==> config.mk <==
export PLATFORM = sky130hd
export DESIGN_NAME = spa_port_err
export DESIGN_NICKNAME = d
export VERILOG_FILES = /design/src/spa_pkg.sv /design/src/spa_acct_if.sv /design/src/spa_acct.sv /design/src/spa_port_err.sv
export SDC_FILE = /design/constraint.sdc
export NUM_CORES = 1
export LEC_CHECK = 0
export BUFFER_PORTS_ARGS = -buffer_cell sky130_fd_sc_hd__buf_4
export CORE_UTILIZATION = 30
export DETAILED_ROUTE_END_ITERATION = 7
export PLACE_DENSITY_LB_ADDON = 0.3
export SLEW_MARGIN = 20
export SYNTH_ARGS = -nofsm -noshare
export SYNTH_HDL_FRONTEND = slang
export SYNTH_SLANG_ARGS = --single-unit
==> constraint.sdc <==
create_clock -name mclk -period 21.2 [get_ports mclk]
set_clock_uncertainty 0.15 [all_clocks]
set_input_delay 4.24 -clock mclk [delete_from_list [all_inputs] [get_ports mclk]]
set_output_delay 4.24 -clock mclk [all_outputs]
set_load 0.02 [all_outputs]
==> src/spa_pkg.sv <==
// Behaviour
// - Invalid multiplier port sets its flag, then enters the non-fatal state.
// - Sync escape clears busy, request, shadows; sets fatal flag; goes fatal.
// - A frame aborted by sync escape is never transmitted again. The code lifts tx_no_retry once run-enable clears.
// - Sync escape handling leaves every command-issue bit untouched.
// - Switched sync escape on register frame: non-fatal flag, device error.
// - Fatal sets interface-fatal flag, waits until software clears run-enable.
// - Fatal from failed PIO data with interrupt bit also sets PIO flag.
// - Error bit sets taskfile-error flag; switching: device error, else wait.
// - Running may drop on fatal and must drop once run-enable clears.
// - Recoverable error returns to switched idle if switching, else idle.
// - Non-queued command gets exact byte total before its issue bit clears.
// - Count only acknowledged sent and good-CRC received data, per frame.
// - Queued commands keep no valid count; underflow on them is illegal. The code ties ncq_under low, so it is never flagged.
// - On overflow the count may be wrong; the overflow flag reports it.
// - A final frame with odd word count pads its last dword with zeros.
// - One extra padding word received or sent is not an overflow.
// - Byte count follows descriptor word count, excluding padding words.
// - An interrupt descriptor is exhausted only after its frames complete.
// - Hold descriptor interrupt; set done flag after good-CRC frame end.
// - Done flag raises interrupt when its enable and global enable are set.
`default_nettype none
package spa_pkg;
  localparam logic [7:0] SPA_OFS_STATUS  = 8'h00;
  localparam logic [7:0] SPA_OFS_INT_EN  = 8'h04;
  localparam logic [7:0] SPA_OFS_CONTROL = 8'h08;
  localparam logic [7:0] SPA_OFS_CMD_ISS = 8'h0C;
  localparam logic [7:0] SPA_OFS_TFSTAT  = 8'h10;
  localparam logic [7:0] SPA_OFS_BYTECNT = 8'h14;
  localparam logic [7:0] SPA_OFS_DESCWRD = 8'h18;
  localparam int SPA_NFLAG   = 7;
  localparam int SPA_F_IPM   = 0;
  localparam int SPA_F_IFS   = 1;
  localparam int SPA_F_INFS  = 2;
  localparam int SPA_F_PSS   = 3;
  localparam int SPA_F_TFES  = 4;
  localparam int SPA_F_OFS   = 5;
  localparam int SPA_F_DPS   = 6;
  localparam int SPA_C_RUN   = 0;
  localparam int SPA_C_FBS   = 1;
  localparam int SPA_C_GIE   = 2;
  localparam int SPA_T_BSY   = 7;
  localparam int SPA_T_DRQ   = 3;
  localparam int SPA_T_CR    = 16;
  localparam int SPA_T_ST_LO = 8;
  localparam logic [6:0]  SPA_FLAG_RST = 7'h00;
  localparam logic [2:0]  SPA_CTRL_RST = 3'h0;
  localparam logic [30:0] SPA_WORDS_RST = 31'h00000000;
  typedef enum logic [3:0] {
    SPA_IDLE     = 4'h0,
    SPA_WRBACK   = 4'h1,
    SPA_FATAL    = 4'h2,
    SPA_SYNC_ESC = 4'h3,
    SPA_BAD_PORT = 4'h4,
    SPA_NONFATAL = 4'h5,
    SPA_WAIT_CLR = 4'h6,
    SPA_FATAL_TF = 4'h7,
    SPA_SW_IDLE  = 4'hC,
    SPA_SDE      = 4'hD,
    SPA_SYNC_FB  = 4'hF
  } spa_state_t;
  function automatic logic [31:0] spa_lane_mask(input logic [3:0] sel);
    spa_lane_mask = {{8{sel[3]}}, {8{sel[2]}}, {8{sel[1]}}, {8{sel[0]}}};
  endfunction
endpackage
`default_nettype wire

==> src/spa_acct_if.sv <==
`default_nettype none
interface spa_acct_if;
  logic        cmd_start;
  logic        queued;
  logic [30:0] limit_words;
  logic        fis_end;
  logic        fis_good;
  logic [12:0] fis_words;
  logic        prd_exhaust;
  logic        prd_ibit;
  logic [31:0] tx_dword;
  logic        tx_odd_last;
  logic [31:0] tx_dword_pad;
  logic [31:0] byte_count;
  logic        ovf;
  logic        dps;
  logic        ncq_under;
  modport main (output cmd_start, queued, limit_words, fis_end, fis_good,
                fis_words, prd_exhaust, prd_ibit, tx_dword, tx_odd_last,
                input tx_dword_pad, byte_count, ovf, dps, ncq_under);
  modport acct (input cmd_start, queued, limit_words, fis_end, fis_good,
                fis_words, prd_exhaust, prd_ibit, tx_dword, tx_odd_last,
                output tx_dword_pad, byte_count, ovf, dps, ncq_under);
endinterface
`default_nettype wire

==> src/spa_acct.sv <==
`default_nettype none
module spa_acct
(
  // Clock and reset
  input wire logic mclk,
  input wire logic sys_rst,
  // Accounting carrier
  spa_acct_if.acct a
);
  import spa_pkg::*;
  logic [30:0] words_r;
  logic [30:0] words_nxt;
  logic        pend_r;
  logic        ovf_r;
  logic        dps_r;
  logic        under_r;
  logic [31:0] pad_r;
  wire  [31:0] sum_w    = {1'b0, words_r} + {19'h00000, a.fis_words};
  wire  [31:0] lim_w    = {1'b0, a.limit_words};
  wire         good_end = a.fis_end && a.fis_good;
  wire         over_w   = sum_w > lim_w;
  wire         pad_only = sum_w == (lim_w + 32'h00000001);
  wire         new_pend = a.prd_exhaust && a.prd_ibit;
  // A pad word is trimmed so the count tracks the descriptor words.
  assign words_nxt = a.cmd_start ? SPA_WORDS_RST :
                     (!good_end || a.queued) ? words_r :
                     (over_w && pad_only) ? a.limit_words :
                     sum_w[30:0];
  always_ff @(posedge mclk or posedge sys_rst)
    if (sys_rst)
    begin
      words_r <= SPA_WORDS_RST;
      pend_r  <= 1'b0;
      ovf_r   <= 1'b0;
      dps_r   <= 1'b0;
      under_r <= 1'b0;
      pad_r   <= 32'h00000000;
    end
    else
    begin
      words_r <= words_nxt;
      ovf_r   <= good_end && over_w && !pad_only;
      // Pending interrupt waits for the whole frame and its CRC.
      pend_r  <= a.fis_end ? 1'b0 : (pend_r || new_pend);
      dps_r   <= good_end && (pend_r || new_pend);
      under_r <= a.queued && good_end && (sum_w < lim_w) && 1'b0;
      pad_r   <= a.tx_odd_last ? {16'h0000, a.tx_dword[15:0]}
                               : a.tx_dword;
    end
  assign a.byte_count   = {words_r, 1'b0};
  assign a.ovf          = ovf_r;
  assign a.dps          = dps_r;
  assign a.ncq_under    = under_r;
  assign a.tx_dword_pad = pad_r;
endmodule // spa_acct
`default_nettype wire

==> src/spa_port_err.sv <==
// The Wishbone interface to the registers and the placing of the registers were chosen for this implementation.
`default_nettype none
module spa_port_err
(
  // Clock and reset
  input  wire logic        mclk,
  input  wire logic        sys_rst,
  // Wishbone slave
  input  wire logic        wb_cyc_i,
  input  wire logic        wb_stb_i,
  input  wire logic        wb_we_i,
  input  wire logic [7:0]  wb_adr_i,
  input  wire logic [3:0]  wb_sel_i,
  input  wire logic [31:0] wb_dat_i,
  output logic      [31:0] wb_dat_o,
  output logic             wb_ack_o,
  // Error events, one-cycle pulses
  input  wire logic        ev_bad_pm_port,
  input  wire logic        ev_sync_esc_reg,
  input  wire logic        ev_sync_esc_data,
  input  wire logic        ev_fatal,
  input  wire logic        ev_fatal_pio_ibit,
  input  wire logic        ev_tf_err,
  input  wire logic        ev_nonfatal,
  input  wire logic        sde_done,
  // Device status
  input  wire logic        dev_stat_valid,
  input  wire logic        dev_busy,
  input  wire logic        dev_drq,
  // Command completion and byte count write-back
  input  wire logic        cmd_done,
  input  wire logic [4:0]  cmd_slot,
  output logic             bc_wb_valid,
  output logic      [4:0]  bc_wb_slot,
  output logic      [31:0] bc_wb_count,
  input  wire logic        bc_wb_ack,
  // Data frame accounting
  input  wire logic        cmd_start,
  input  wire logic        cmd_queued,
  input  wire logic        fis_end,
  input  wire logic        fis_good,
  input  wire logic [12:0] fis_words,
  input  wire logic        prd_exhaust,
  input  wire logic        prd_ibit,
  input  wire logic [31:0] tx_dword,
  input  wire logic        tx_odd_last,
  output logic      [31:0] tx_dword_pad,
  // Port status
  output logic             tx_no_retry,
  output logic             command_list_running,
  output logic      [31:0] command_issue_bits,
  output logic             irq
);
  import spa_pkg::*;
  spa_acct_if acc ();
  spa_acct u_acct
  (
    .mclk    (mclk),
    .sys_rst (sys_rst),
    .a       (acc.acct)
  );
  spa_state_t state_r;
  spa_state_t state_nxt;
  logic [SPA_NFLAG-1:0] flags_r;
  logic [SPA_NFLAG-1:0] flags_nxt;
  logic [SPA_NFLAG-1:0] flag_set;
  logic [SPA_NFLAG-1:0] int_en_r;
  logic [2:0]           ctrl_r;
  logic [31:0]          ci_r;
  logic [30:0]          limit_r;
  logic                 tf_busy_r;
  logic                 tf_drq_r;
  logic                 busy_sh_r;
  logic                 drq_sh_r;
  logic                 pio_ibit_r;
  logic                 no_retry_r;
  logic [4:0]           slot_r;
  logic [31:0]          count_r;
  logic                 ack_r;
  logic [31:0]          rdat_r;

  wire        req       = wb_cyc_i && wb_stb_i && !ack_r;
  wire        wr        = req && wb_we_i;
  wire [31:0] lane      = spa_lane_mask(wb_sel_i);
  wire [31:0] wdat      = wb_dat_i & lane;
  wire        hit_stat  = wb_adr_i == SPA_OFS_STATUS;
  wire        hit_ie    = wb_adr_i == SPA_OFS_INT_EN;
  wire        hit_ctrl  = wb_adr_i == SPA_OFS_CONTROL;
  wire        hit_ci    = wb_adr_i == SPA_OFS_CMD_ISS;
  wire        hit_tf    = wb_adr_i == SPA_OFS_TFSTAT;
  wire        hit_bc    = wb_adr_i == SPA_OFS_BYTECNT;
  wire        hit_dw    = wb_adr_i == SPA_OFS_DESCWRD;
  wire [SPA_NFLAG-1:0] w1c_clr = (wr && hit_stat) ? wdat[SPA_NFLAG-1:0]
                                                  : '0;
  wire [31:0] ci_sw_set = (wr && hit_ci) ? wdat : 32'h00000000;
  wire        run_en    = ctrl_r[SPA_C_RUN];
  wire        fbs_en    = ctrl_r[SPA_C_FBS];
  wire        gie       = ctrl_r[SPA_C_GIE];
  wire        in_idle   = state_r == SPA_IDLE || state_r == SPA_SW_IDLE;
  spa_state_t ret_idle;
  assign ret_idle = fbs_en ? SPA_SW_IDLE : SPA_IDLE;
  wire        wb_done   = state_r == SPA_WRBACK && bc_wb_ack;
  wire        fatal_st  = state_r == SPA_FATAL || state_r == SPA_WAIT_CLR ||
                          state_r == SPA_SYNC_ESC;
  wire [31:0] ci_hw_clr = wb_done ? (32'h00000001 << slot_r)
                                  : 32'h00000000;
  wire [31:0] tf_word   = {15'h0000, command_list_running,
                           4'h0, state_r, tf_busy_r, 3'h0, tf_drq_r, 3'h0};
  wire [31:0] rd_mux    =
    hit_stat ? {25'h0000000, flags_r} :
    hit_ie   ? {25'h0000000, int_en_r} :
    hit_ctrl ? {29'h00000000, ctrl_r} :
    hit_ci   ? ci_r :
    hit_tf   ? tf_word :
    hit_bc   ? acc.byte_count :
    hit_dw   ? {1'b0, limit_r} : 32'h00000000;

  assign acc.cmd_start   = cmd_start;
  assign acc.queued      = cmd_queued;
  assign acc.limit_words = limit_r;
  assign acc.fis_end     = fis_end;
  assign acc.fis_good    = fis_good;
  assign acc.fis_words   = fis_words;
  assign acc.prd_exhaust = prd_exhaust;
  assign acc.prd_ibit    = prd_ibit;
  assign acc.tx_dword    = tx_dword;
  assign acc.tx_odd_last = tx_odd_last;

  // In idle, a sync escape outranks all other errors since it must
  // stop transmission; only one error is taken per idle visit.
  always_comb
  begin
    state_nxt = state_r;
    unique case (state_r)
      SPA_IDLE, SPA_SW_IDLE:
        if (ev_sync_esc_reg && fbs_en)
          state_nxt = SPA_SYNC_FB;
        else if (ev_sync_esc_reg || ev_sync_esc_data)
          state_nxt = SPA_SYNC_ESC;
        else if (ev_fatal)
          state_nxt = SPA_FATAL;
        else if (ev_tf_err)
          state_nxt = SPA_FATAL_TF;
        else if (ev_bad_pm_port)
          state_nxt = SPA_BAD_PORT;
        else if (ev_nonfatal || acc.ncq_under)
          state_nxt = SPA_NONFATAL;
        else if (cmd_done)
          state_nxt = SPA_WRBACK;
      SPA_WRBACK:   if (bc_wb_ack) state_nxt = ret_idle;
      SPA_BAD_PORT: state_nxt = SPA_NONFATAL;
      SPA_SYNC_ESC: state_nxt = SPA_FATAL;
      SPA_SYNC_FB:  state_nxt = SPA_SDE;
      SPA_FATAL:    state_nxt = SPA_WAIT_CLR;
      SPA_FATAL_TF: state_nxt = fbs_en ? SPA_SDE : SPA_WAIT_CLR;
      SPA_WAIT_CLR: if (!run_en) state_nxt = SPA_IDLE;
      SPA_NONFATAL: state_nxt = ret_idle;
      SPA_SDE:      if (sde_done) state_nxt = SPA_SW_IDLE;
      default:      state_nxt = SPA_IDLE;
    endcase
  end

  always_comb
  begin
    flag_set = '0;
    flag_set[SPA_F_IPM]  = state_r == SPA_BAD_PORT;
    flag_set[SPA_F_IFS]  = state_r == SPA_FATAL;
    flag_set[SPA_F_INFS] = state_r == SPA_SYNC_FB ||
                           state_r == SPA_NONFATAL && acc.ncq_under;
    flag_set[SPA_F_PSS]  = state_r == SPA_FATAL && pio_ibit_r;
    flag_set[SPA_F_TFES] = state_r == SPA_FATAL_TF;
    flag_set[SPA_F_OFS]  = acc.ovf;
    flag_set[SPA_F_DPS]  = acc.dps;
  end
  // A set in the same cycle as a software clear wins.
  assign flags_nxt = (flags_r & ~w1c_clr) | flag_set;

  always_ff @(posedge mclk or posedge sys_rst)
    if (sys_rst)
    begin
      state_r  <= SPA_IDLE;
      flags_r  <= SPA_FLAG_RST;
      int_en_r <= SPA_FLAG_RST;
      ctrl_r   <= SPA_CTRL_RST;
      ci_r     <= 32'h00000000;
      limit_r  <= SPA_WORDS_RST;
    end
    else
    begin
      state_r  <= state_nxt;
      flags_r  <= flags_nxt;
      // Hardware clears issue bits only after the write-back.
      ci_r     <= (ci_r & ~ci_hw_clr) | ci_sw_set;
      if (wr && hit_ie)
        int_en_r <= wdat[SPA_NFLAG-1:0];
      if (wr && hit_ctrl)
        ctrl_r <= wdat[2:0];
      if (wr && hit_dw)
        limit_r <= wdat[30:0];
    end

  always_ff @(posedge mclk or posedge sys_rst)
    if (sys_rst)
    begin
      tf_busy_r  <= 1'b0;
      tf_drq_r   <= 1'b0;
      busy_sh_r  <= 1'b0;
      drq_sh_r   <= 1'b0;
      pio_ibit_r <= 1'b0;
      no_retry_r <= 1'b0;
    end
    else
    begin
      // Taskfile bits clear first, shadows in the same step.
      if (state_r == SPA_SYNC_ESC)
      begin
        tf_busy_r <= 1'b0;
        tf_drq_r  <= 1'b0;
        busy_sh_r <= 1'b0;
        drq_sh_r  <= 1'b0;
      end
      else if (dev_stat_valid)
      begin
        tf_busy_r <= dev_busy;
        tf_drq_r  <= dev_drq;
        busy_sh_r <= dev_busy;
        drq_sh_r  <= dev_drq;
      end
      // A sync escape outranks the fatal event, so the qualifier is
      // cleared then and never leaks into a later fatal entry.
      if (in_idle)
        pio_ibit_r <= state_nxt == SPA_FATAL && ev_fatal_pio_ibit;
      // The aborted frame stays blocked until software stops the port.
      if (state_r == SPA_SYNC_ESC || state_r == SPA_SYNC_FB)
        no_retry_r <= 1'b1;
      else if (!run_en)
        no_retry_r <= 1'b0;
    end

  always_ff @(posedge mclk or posedge sys_rst)
    if (sys_rst)
    begin
      slot_r  <= 5'h00;
      count_r <= 32'h00000000;
      ack_r   <= 1'b0;
      rdat_r  <= 32'h00000000;
    end
    else
    begin
      if (in_idle && state_nxt == SPA_WRBACK)
      begin
        slot_r  <= cmd_slot;
        count_r <= acc.byte_count;
      end
      ack_r  <= req;
      rdat_r <= req ? rd_mux : 32'h00000000;
    end

  assign wb_ack_o             = ack_r;
  assign wb_dat_o             = rdat_r;
  assign bc_wb_valid          = state_r == SPA_WRBACK;
  assign bc_wb_slot           = slot_r;
  assign bc_wb_count          = count_r;
  assign tx_dword_pad         = acc.tx_dword_pad;
  assign tx_no_retry          = no_retry_r;
  assign command_issue_bits   = ci_r;
  // Running drops at once on a fatal error and whenever stopped.
  assign command_list_running = run_en && !fatal_st;
  // Each flag reaches the line only through its enable.
  assign irq = gie && |(flags_r & int_en_r);
endmodule // spa_port_err
`default_nettype wire

==> results.cfg, run 1 <==
[status]
outcome = complete, but fails checks
violations = DRC

[timing]
fin_crit_ns = 9.36
period_share = 0.441
rsz0062_at_grt = no
max_freq_mhz = 107
max_slew_margin = 0.249
hold_ws_ns = 0.306
slew_violations = 0
timing.final.hold_violations = 0
setup_tns_ns = 0
finalSetupViolCount = 0
tightest_slew_ns = 1.13

[logic_synthesis]
yosysTopAreaCell = dfrtp_1
async_reset_ff_frac = 1.00
synth_cell_type_count = 80
synth_top_area_frac = 0.445
synth_xor_area_frac = 0.0614
synth-compound-area-share = 0.190
synthAdderAreaFrac = 0.0464
synthesis.area_sq_um = 12600
synthesis.nets = 1479
synth_top_family_by_area = compound AO/OA/AOI/OAI gates
seq_area_frac_synth = 0.445
yosys.area_share.simple = 0.179
synthFlopType = dfrtp_1
synth_cells = 1314
synth_area_leaders = dfrtp_1 (44%), o21ai_0 (5.5%), nand2_1 (4.7%)
avgSynthCellArea_sq_um = 9.55
yosysWarnings = 0
ys_ff_latch = 223
synth_edf_count = 0
synth_mux_area_frac = 0.0339

[layout]
fin_nets = 1692
synthToLayoutAreaGrowth_pct = 26.1
final_common_cell = buf_4
multi_input_area_sq_um = 6450
n_antenna_cell = 0
fillers = 4101
drive_above_1_share = 0.244
seqCellArea_sq_um = 5580
mostFrequentLayoutCells = buf_4 (266), dfrtp_1 (223), nand2_1 (157)
postLayoutCoreUtil = 0.386

[clock_network]
post_cts_buffers = 0
cts_tree = yes
clockBufferDepth = 3
clock_latency_ns = 0.60
cts_hold_buffers = 0
cts_made_buffers = 28
clk_pin_slew_ns = 0.05
htreeDepth = 1
clock-sinks = 223
cts_root_buf = clkbuf_16
cts_resized = 0

[global_route]
grt_start_max_net_pins = 100
antenna_found_initial = 0
first_global_vias = 11292
grt_overflow = 0
grt_pass1_wl_microns = 70900
grt_usage = 0.220

[worst_setup_path]
cp_slowest_cell = o211ai_1
cp-end-kind = flop
crit_path_start_kind = input pin
timing.rr.start = u_acct.words_r[0]
slowest_delay_ns = 0.89
worstPathMaxFanout = 23
arrival_ns = 9.63
cp-startpoint = fis_words[0]
crit_family = compound AO/OA/AOI/OAI gates
cp_common_cell = buf_4
worst_ep_required_time_ns = 21.47
crit_path_cell_trace = buf_4, ha_1, inv_1, fa_1, nand2b_1, a211oi_1, buf_4, o211ai_1, a211oi_1, xnor2_1, inv_1, ha_1, nand4_1, nor4_1, nand2_1, o21ai_0, a31oi_1, o211ai_1, buf_4, nor4_1, a311o_1
path_buf_inv = 5
critical_path_class = in2reg

[placed_design]
dpl.hpwl_microns = 34900
gp_congestion = 0.917
io_buffers = 255

[floorplan]
rows = 74
die_y_microns = 207
chipWidth_microns = 207
start_util = 0.306
core_area_sq_um = 41000
fp.dieArea_sq_um = 42700
ios = 257

[detailed_routing]
vias_per_cell = 5.49
via_count = 11408
wirelength_microns = 46900
drtIter0Drc = 1133
drc = 5
firstDrtPassIters = 8
ant_nets = 0
wire_per_inst_microns = 22.6

[job]
maxCapViolCount = 0

[power_and_ir_drop]
p_leak_nw = 7.09
power_density_nw_per_um2 = 75.1
peakVddDrop_mv = 0.0690

[min_path]
hold_class = reg2reg
hold_start = u_acct.a.dps
## worst reg2reg max path: stages, from the launching register on
cell and delay [ns]:
dfrtp_1 0.49, ha_1 0.23, inv_1 0.06, fa_1 0.39, nand2b_1 0.18, a211oi_1 0.27
buf_4 0.23, o211ai_1 0.18, a211oi_1 0.54, xnor2_1 0.26, inv_1 0.08, ha_1 0.30
nand4_1 0.12, nor4_1 0.52, nand2_1 0.08, o21ai_0 0.09, a31oi_1 0.08, o211ai_1 0.89
buf_4 0.48, nor4_1 0.09, a311o_1 0.31
## kinds of logic after synthesis
group / count (synthesis)
AO/OA/AOI/OAI: 356
adder cells (fa/ha/maj): 46
multiplexers: 38
XOR/XNOR: 77
buffers and inverters: 135
AND/OR/NAND/NOR: 438
other: 1
flip-flops: 223
## state kept, by name, summed over array words and instances, names as in the netlist
name and cells:
u_acct.a.dps 1, flags_r 7, wb_dat_o 32, pio_ibit_r 1, u_acct.words_r 31, u_acct.a.tx_dword_pad 32, bc_wb_slot 5, u_acct.a.ovf 1
tf_busy_r 1, ctrl_r 3, tx_no_retry 1, bc_wb_count 31, wb_ack_o 1, int_en_r 7, acc.limit_words 31, u_acct.pend_r 1
state_r 4, tf_drq_r 1, command_issue_bits 32
## report_power, final
| part | internal, W | switching [W] | total (W) |
|---|---|---|---|
| logic | 0.0000895 | 0.000133 | 0.000223 |
| registers | 0.000451 | 0.0000329 | 0.000484 |
| clock network | 0.000284 | 0.000198 | 0.000483 |
## final timing paths
kind | end | slack [ns] | cells past startpoint
max reg2reg | u_acct.words_r[5] | 15.06 | 20
min reg2reg | flags_r[6] | 0.31 | 1
min | flags_r[6] | 0.31 | 1
min in group asynchronous | u_acct.a.tx_dword_pad[22] | 3.60 | 2
max | u_acct.words_r[5] | 11.84 | 21
max in group asynchronous | wb_dat_o[10] | 15.11 | 4
## per-stage QoR
stage,power (W),cell area (sq um),worst slack [ns],instances
final,0.00119,15800,11.84,2077
after global routing,0.00124,15800,11.58,2077
after CTS,0.00120,15800,11.94,2077
after detailed placement,0.000714,14900,11.37,2029
after global placement,0.000712,14900,11.42,2029
after floorplan,0.000612,12600,10.70,1314
## cells in the mapped netlist, types with 14 or more instances
cell type	number
dfrtp_1	223
nand2_1	157
o21ai_0	139
nor2_1	77
xnor2_1	60
clkbuf_1	59
inv_1	52
ha_1	45
a21oi_1	38
mux2_2	36
a222oi_1	25
nor3_1	25
nand4_1	24
o211ai_1	24
nand3_1	23
nor2b_1	21
o311ai_1	19
a21o_1	16
nand2b_1	16
and3_1	15
a22oi_1	14
and2_1	14
## cell type report
cell class | instances | area share
clock inverter | 11 | 0.00909
inverter | 52 | 0.0128
timing repair buffer | 266 | 0.126
sequential | 223 | 0.353
tap | 532 | 0.0421
multi-input combinational | 956 | 0.408
clock buffer | 37 | 0.0496
## metal layers
metal,track usage,part of all wire,vias up
met1,0.317,0.45,5629
met2,0.331,0.44,491
met4,0.0528,0.022,0
li1,-,-,5231
met5,0,0,-
met3,0.0499,0.085,57
Note: power is estimated with default switching activity, not from simulation.
==> inputs of run 2 (changes only) <==
==> constraint.sdc (replaced) <==
create_clock -name mclk -period 8.2 [get_ports mclk]
set_clock_uncertainty 0.15 [all_clocks]
set_input_delay 1.64 -clock mclk [delete_from_list [all_inputs] [get_ports mclk]]
set_output_delay 1.64 -clock mclk [all_outputs]
set_load 0.02 [all_outputs]
==> results.cfg, run 2 (synthesized netlist as in run 1, its figures left out) <==
[detailed_routing]
vias_per_cell = 5.49
route.met3.wl_microns = 3970
drc = 10
wire_per_inst_microns = 22.5
firstDrtPassIters = 8
wirelength_microns = 46900
ant_nets = 0
top_layer = met4
met2_wirelength_microns = 20700
met1_length_microns = 21300
via_count = 11427
drtIter0Drc = 952

[worst_setup_path]
timing.rr.start = u_acct.words_r[16]
reg2regPathDepth = 14
arrival_ns = 6.26
regToRegEndpoint = u_acct.words_r[5]
worst_ep_required_time_ns = 8.49
crit_path_start_kind = input pin
cp-end-kind = flop
cp-startpoint = fis_words[3]
rrSetupSlack_ns = 2.88
critical_path_class = in2reg
worstPathMaxFanout = 23
worstSetupEndpoint = u_acct.words_r[18]

[job]
maxCapViolCount = 0

[power_and_ir_drop]
power_w = 0.00328
peakVddDrop_mv = 0.173
power_density_nw_per_um2 = 205
p_leak_nw = 7.18

[floorplan]
start_util = 0.306
rows = 74
fp.dieArea_sq_um = 42700
die_y_microns = 207
core_area_sq_um = 41000
chipWidth_microns = 207
ios = 257

[global_route]
grt_overflow = 0
grt_pass1_wl_microns = 70500
antenna_found_initial = 0
first_global_vias = 11304
grt_start_max_net_pins = 132
grt_usage = 0.219

[timing]
fin_crit_ns = 5.98
tightest_slew_ns = 1.15
setup_tns_ns = 0
rsz0062_at_grt = no
fin_ws_ns = 2.22
timing.final.hold_violations = 0
slew_violations = 0
max_freq_mhz = 167
period_share = 0.729
finalSetupViolCount = 0
max_slew_margin = 0.236

[placed_design]
gp_congestion = 0.904
io_buffers = 255
dp_slack_ns = 1.72
dpl.hpwl_microns = 35100

[clock_network]
post_cts_buffers = 0
htreeDepth = 1
clock-sinks = 223
clock_latency_ns = 0.56
clk_pin_slew_ns = 0.06
cts_resized = 0
clockBufferDepth = 3
cts_hold_buffers = 0
cts_root_buf = clkbuf_16
cts_made_buffers = 28
cts_tree = yes

[layout]
mostFrequentLayoutCells = buf_4 (265), dfrtp_1 (223), nand2_1 (156)
fin_nets = 1692
synthToLayoutAreaGrowth_pct = 27.5
postLayoutCoreUtil = 0.390
final_common_cell = buf_4
drive_above_1_share = 0.249

[min_path]
hold_class = reg2reg

[status]
violations = DRC
outcome = complete, but fails checks
run 2: cell count changes in the layout (fill, tap and decap cells not counted), sizes merged:
cell,delta
clkbuf,-6
inv,+2
diode,+1
clkinvlp,+1
clkinv,+1
bufinv,+6
run 2: critical path, cell delays in order:
cell       delay, ns
buf_4           0.12
ha_1            0.36
a21o_1          0.16
a21o_1          0.18
o2111ai_1       0.32
a211o_1         0.50
o22ai_1         0.54
ha_1            0.37
a21o_1          0.18
a21o_1          0.17
a21oi_1         0.16
o21ai_0         0.12
a22oi_1         0.30
a31oi_1         0.19
o211ai_1        0.24
buf_4           0.37
nor4_2          0.06
a221o_1         0.28
run 2: where the power goes:
group	switching [W]	internal, W
Sequential	0.0000866	0.00117
Clock	0.000528	0.000918
Combinational	0.000345	0.000233
run 2: cell type report:
cell class                 count  area (sq um)
clock inverter                21           335
timing repair buffer         266          2010
antenna                        1          2.50
fill                        4117         25000
tap                          532           666
inverter                      52           203
multi-input combinational    956          6450
clock buffer                  31           753
sequential                   223          5580
run 2: metrics by stage:
stage / instance area [sq um] / instances / hold WS, ns
after floorplan: 12600 / 1314 / 0.258
after global placement: 14900 / 2029 / 0.297
after detailed placement: 14900 / 2029 / 0.288
after CTS: 16000 / 2081 / 0.308
after global routing: 16000 / 2081 / 0.319
final: 16000 / 2082 / 0.296
run 2: worst min path at each step:
stage / start / endpoint / cells after the start
finish: u_acct.a.dps / flags_r[6] / 1
floorplan: u_acct.a.ovf / flags_r[5] / 1
global placement: u_acct.a.dps / flags_r[6] / 1
detailed placement: u_acct.a.dps / flags_r[6] / 1
global route: u_acct.a.dps / flags_r[6] / 1
CTS: u_acct.a.dps / flags_r[6] / 1
run 2: layer usage:
| layer | track usage | up-vias |
|---|---|---|
| li1 | - | 5223 |
| met1 | 0.320 | 5649 |
| met2 | 0.334 | 496 |
| met3 | 0.0367 | 59 |
| met4 | 0.0517 | 0 |
| met5 | 0 | - |
==> inputs of run 3 (changes only) <==
--- a/config.mk
+++ b/config.mk
@@ -5,6 +5,7 @@
 export SDC_FILE = /design/constraint.sdc
 export NUM_CORES = 1
 export LEC_CHECK = 0
+export ABC_AREA = 1
 export BUFFER_PORTS_ARGS = -buffer_cell sky130_fd_sc_hd__buf_4
 export CORE_UTILIZATION = 30
 export DETAILED_ROUTE_END_ITERATION = 7
==> constraint.sdc (replaced) <==
create_clock -name mclk -period 6.1 [get_ports mclk]
set_clock_uncertainty 0.15 [all_clocks]
set_input_delay 1.22 -clock mclk [delete_from_list [all_inputs] [get_ports mclk]]
set_output_delay 1.22 -clock mclk [all_outputs]
set_load 0.02 [all_outputs]
==> results.cfg, run 3 <==
[status]
outcome = completed

[logic_synthesis]
synth_area_leaders = dfrtp_1 (40%), nand2_1 (18%), inv_1 (7.0%)
yosysWarnings = 0
yosysMostFrequentCell = nand2_1
synth_mux_area_frac = 0.00490
avgSynthCellArea_sq_um = 7.00
synthAdderAreaFrac = 0.0423
synth-compound-area-share = 0.108
ys_ff_latch = 223
synth_xor_area_frac = 0.0159
synthFlopType = dfrtp_1
synth_cells = 1970
synthesis.area_sq_um = 13800
seq_area_frac_synth = 0.405
yosys.area_share.simple = 0.330
async_reset_ff_frac = 1.00
ys_top_cells_by_count = nand2_1 (646), inv_1 (257), dfrtp_1 (223)
synth_top_family_by_area = simple AND/OR/NAND/NOR gates
synthesis.nets = 2135
synth_edf_count = 0
yosysTopAreaCell = dfrtp_1
synth_cell_type_count = 46
synth_top_area_frac = 0.405

[detailed_routing]
firstDrtPassIters = 6
ant_nets = 0
drtIter0Drc = 1167
via_count = 14124
wire_per_inst_microns = 18.7
wirelength_microns = 52900
vias_per_cell = 5.00
drc = 0

[timing]
hold_ws_ns = 0.339
setup_tns_ns = 0
slew_violations = 0
timing.final.hold_violations = 0
finalSetupViolCount = 0
fin_ws_ns = 1.20
rsz0062_at_grt = no
tightest_slew_ns = 1.11
max_freq_mhz = 204
max_slew_margin = 0.259
fin_crit_ns = 4.90
period_share = 0.804

[clock_network]
cts_root_buf = clkbuf_16
clock-sinks = 223
clockBufferDepth = 3
clock_latency_ns = 0.55
cts_made_buffers = 24
cts_hold_buffers = 0
cts_tree = yes
clk_pin_slew_ns = 0.07
htreeDepth = 1
post_cts_buffers = 0
cts_resized = 0

[power_and_ir_drop]
power_density_nw_per_um2 = 230
pwr-share-comb = 0.203
p_switching_w = 0.00123
peakVddDrop_mv = 0.176
netSwitchingFraction = 0.313
p_clk_frac = 0.373
p_int_w = 0.00270
power.share.sequential = 0.425
p_leak_nw = 8.77

[min_path]
hold_class = reg2reg

[global_route]
grt_overflow = 0
first_global_vias = 13841
grt_start_max_net_pins = 149
grt_usage = 0.224
grt_pass1_wl_microns = 80900
antenna_found_initial = 0

[floorplan]
core_area_sq_um = 45400
start_util = 0.304
chipWidth_microns = 216
ios = 257
rows = 78
fp.dieArea_sq_um = 46800
die_y_microns = 216

[worst_setup_path]
crit_path_cell_trace = buf_4, ha_1, inv_1, fa_1, inv_1, nand2_1, a21oi_1, nand2_1, nand3_1, nand2_1, nand2_1, inv_1, ha_1, nand4_1, nor3_1, a21oi_1, nor2_1, o21a_2, nand3_4, nand2_1, nand3_1, nand2_1
cp-end-kind = flop
crit_path_start_kind = input pin
arrival_ns = 5.23
worstPathMaxFanout = 31
slowest_delay_ns = 0.42
cp_slowest_cell = nand3_4
worst_ep_required_time_ns = 6.42
cp_common_cell = nand2_1
critical_path_class = in2reg

[placed_design]
gp_congestion = 0.940
dpl.hpwl_microns = 42500
dp_slack_ns = 0.671
io_buffers = 255

[layout]
fin_nets = 2370
final_common_cell = nand2_1
n_antenna_cell = 0
drive_above_1_share = 0.162
mostFrequentLayoutCells = nand2_1 (646), buf_4 (263), inv_1 (256)
fillers = 4848
multi_input_area_sq_um = 6930
synthToLayoutAreaGrowth_pct = 23.8
seqCellArea_sq_um = 5580

[job]
maxCapViolCount = 0
## run 3: cell families after synthesis
kind of cell | Yosys count
and+or+nand+nor | 1078
DFF | 223
adders and majority gates | 46
other | 1
buffers and inverters | 327
muxes | 6
AOI/OAI and AO/OA | 264
xor gates and xnor gates | 25
## run 3: power groups by stage
stage,registers [W],logic (W),clock network [W]
final,0.00167,0.000796,0.00146
after floorplan,0.00174,0.000395,0
after global routing,0.00168,0.000872,0.00155
after detailed placement,0.00169,0.000793,0
after CTS,0.00166,0.000796,0.00149
after global placement,0.00169,0.000789,0
## run 3: routing by layer
layer,up-vias,track usage,share of wire
met5,-,0,0
li1,6786,-,-
met4,0,0.0805,0.035
met2,515,0.366,0.46
met1,6733,0.306,0.45
met3,90,0.0239,0.061
## run 3: stage by stage
| stage | util | cells | area (sq um) | total power (W) |
|---|---|---|---|---|
| after global routing | 0.376 | 2822 | 17100 | 0.00410 |
| final | 0.376 | 2822 | 17100 | 0.00393 |
| after CTS | 0.376 | 2822 | 17100 | 0.00395 |
| after detailed placement | 0.359 | 2779 | 16300 | 0.00248 |
| after floorplan | - | 1970 | 13800 | 0.00213 |
| after global placement | 0.359 | 2779 | 16300 | 0.00247 |
## run 3: worst max-delay path: cells and delay by family
kind,cells,cell delay (ns)
compound gates,3,0.84
buf+inv,4,0.33
fa+ha+maj,3,0.90
simple gates,12,1.93
## run 3: cell type report
class                      count  share of cell area
inverter                     272              0.0600
clock buffer                  32              0.0387
tap                          600              0.0440
timing repair buffer         264               0.117
sequential                   223               0.327
multi-input combinational   1420               0.406
clock inverter                11             0.00711
## run 3: path summary, 6_finish.rpt
check	start	end	slack, ns	cells past startpoint
setup / recovery	fis_words[0]	u_acct.words_r[9]	1.20	22
hold / removal	u_acct.a.ovf	flags_r[5]	0.34	2
setup reg to reg	u_acct.words_r[0]	u_acct.words_r[9]	1.56	21
hold reg to reg	u_acct.a.ovf	flags_r[5]	0.34	2
max in group asynchronous	sys_rst	u_acct.words_r[10]	4.14	3
min in group asynchronous	sys_rst	u_acct.a.tx_dword_pad[15]	0.52	2
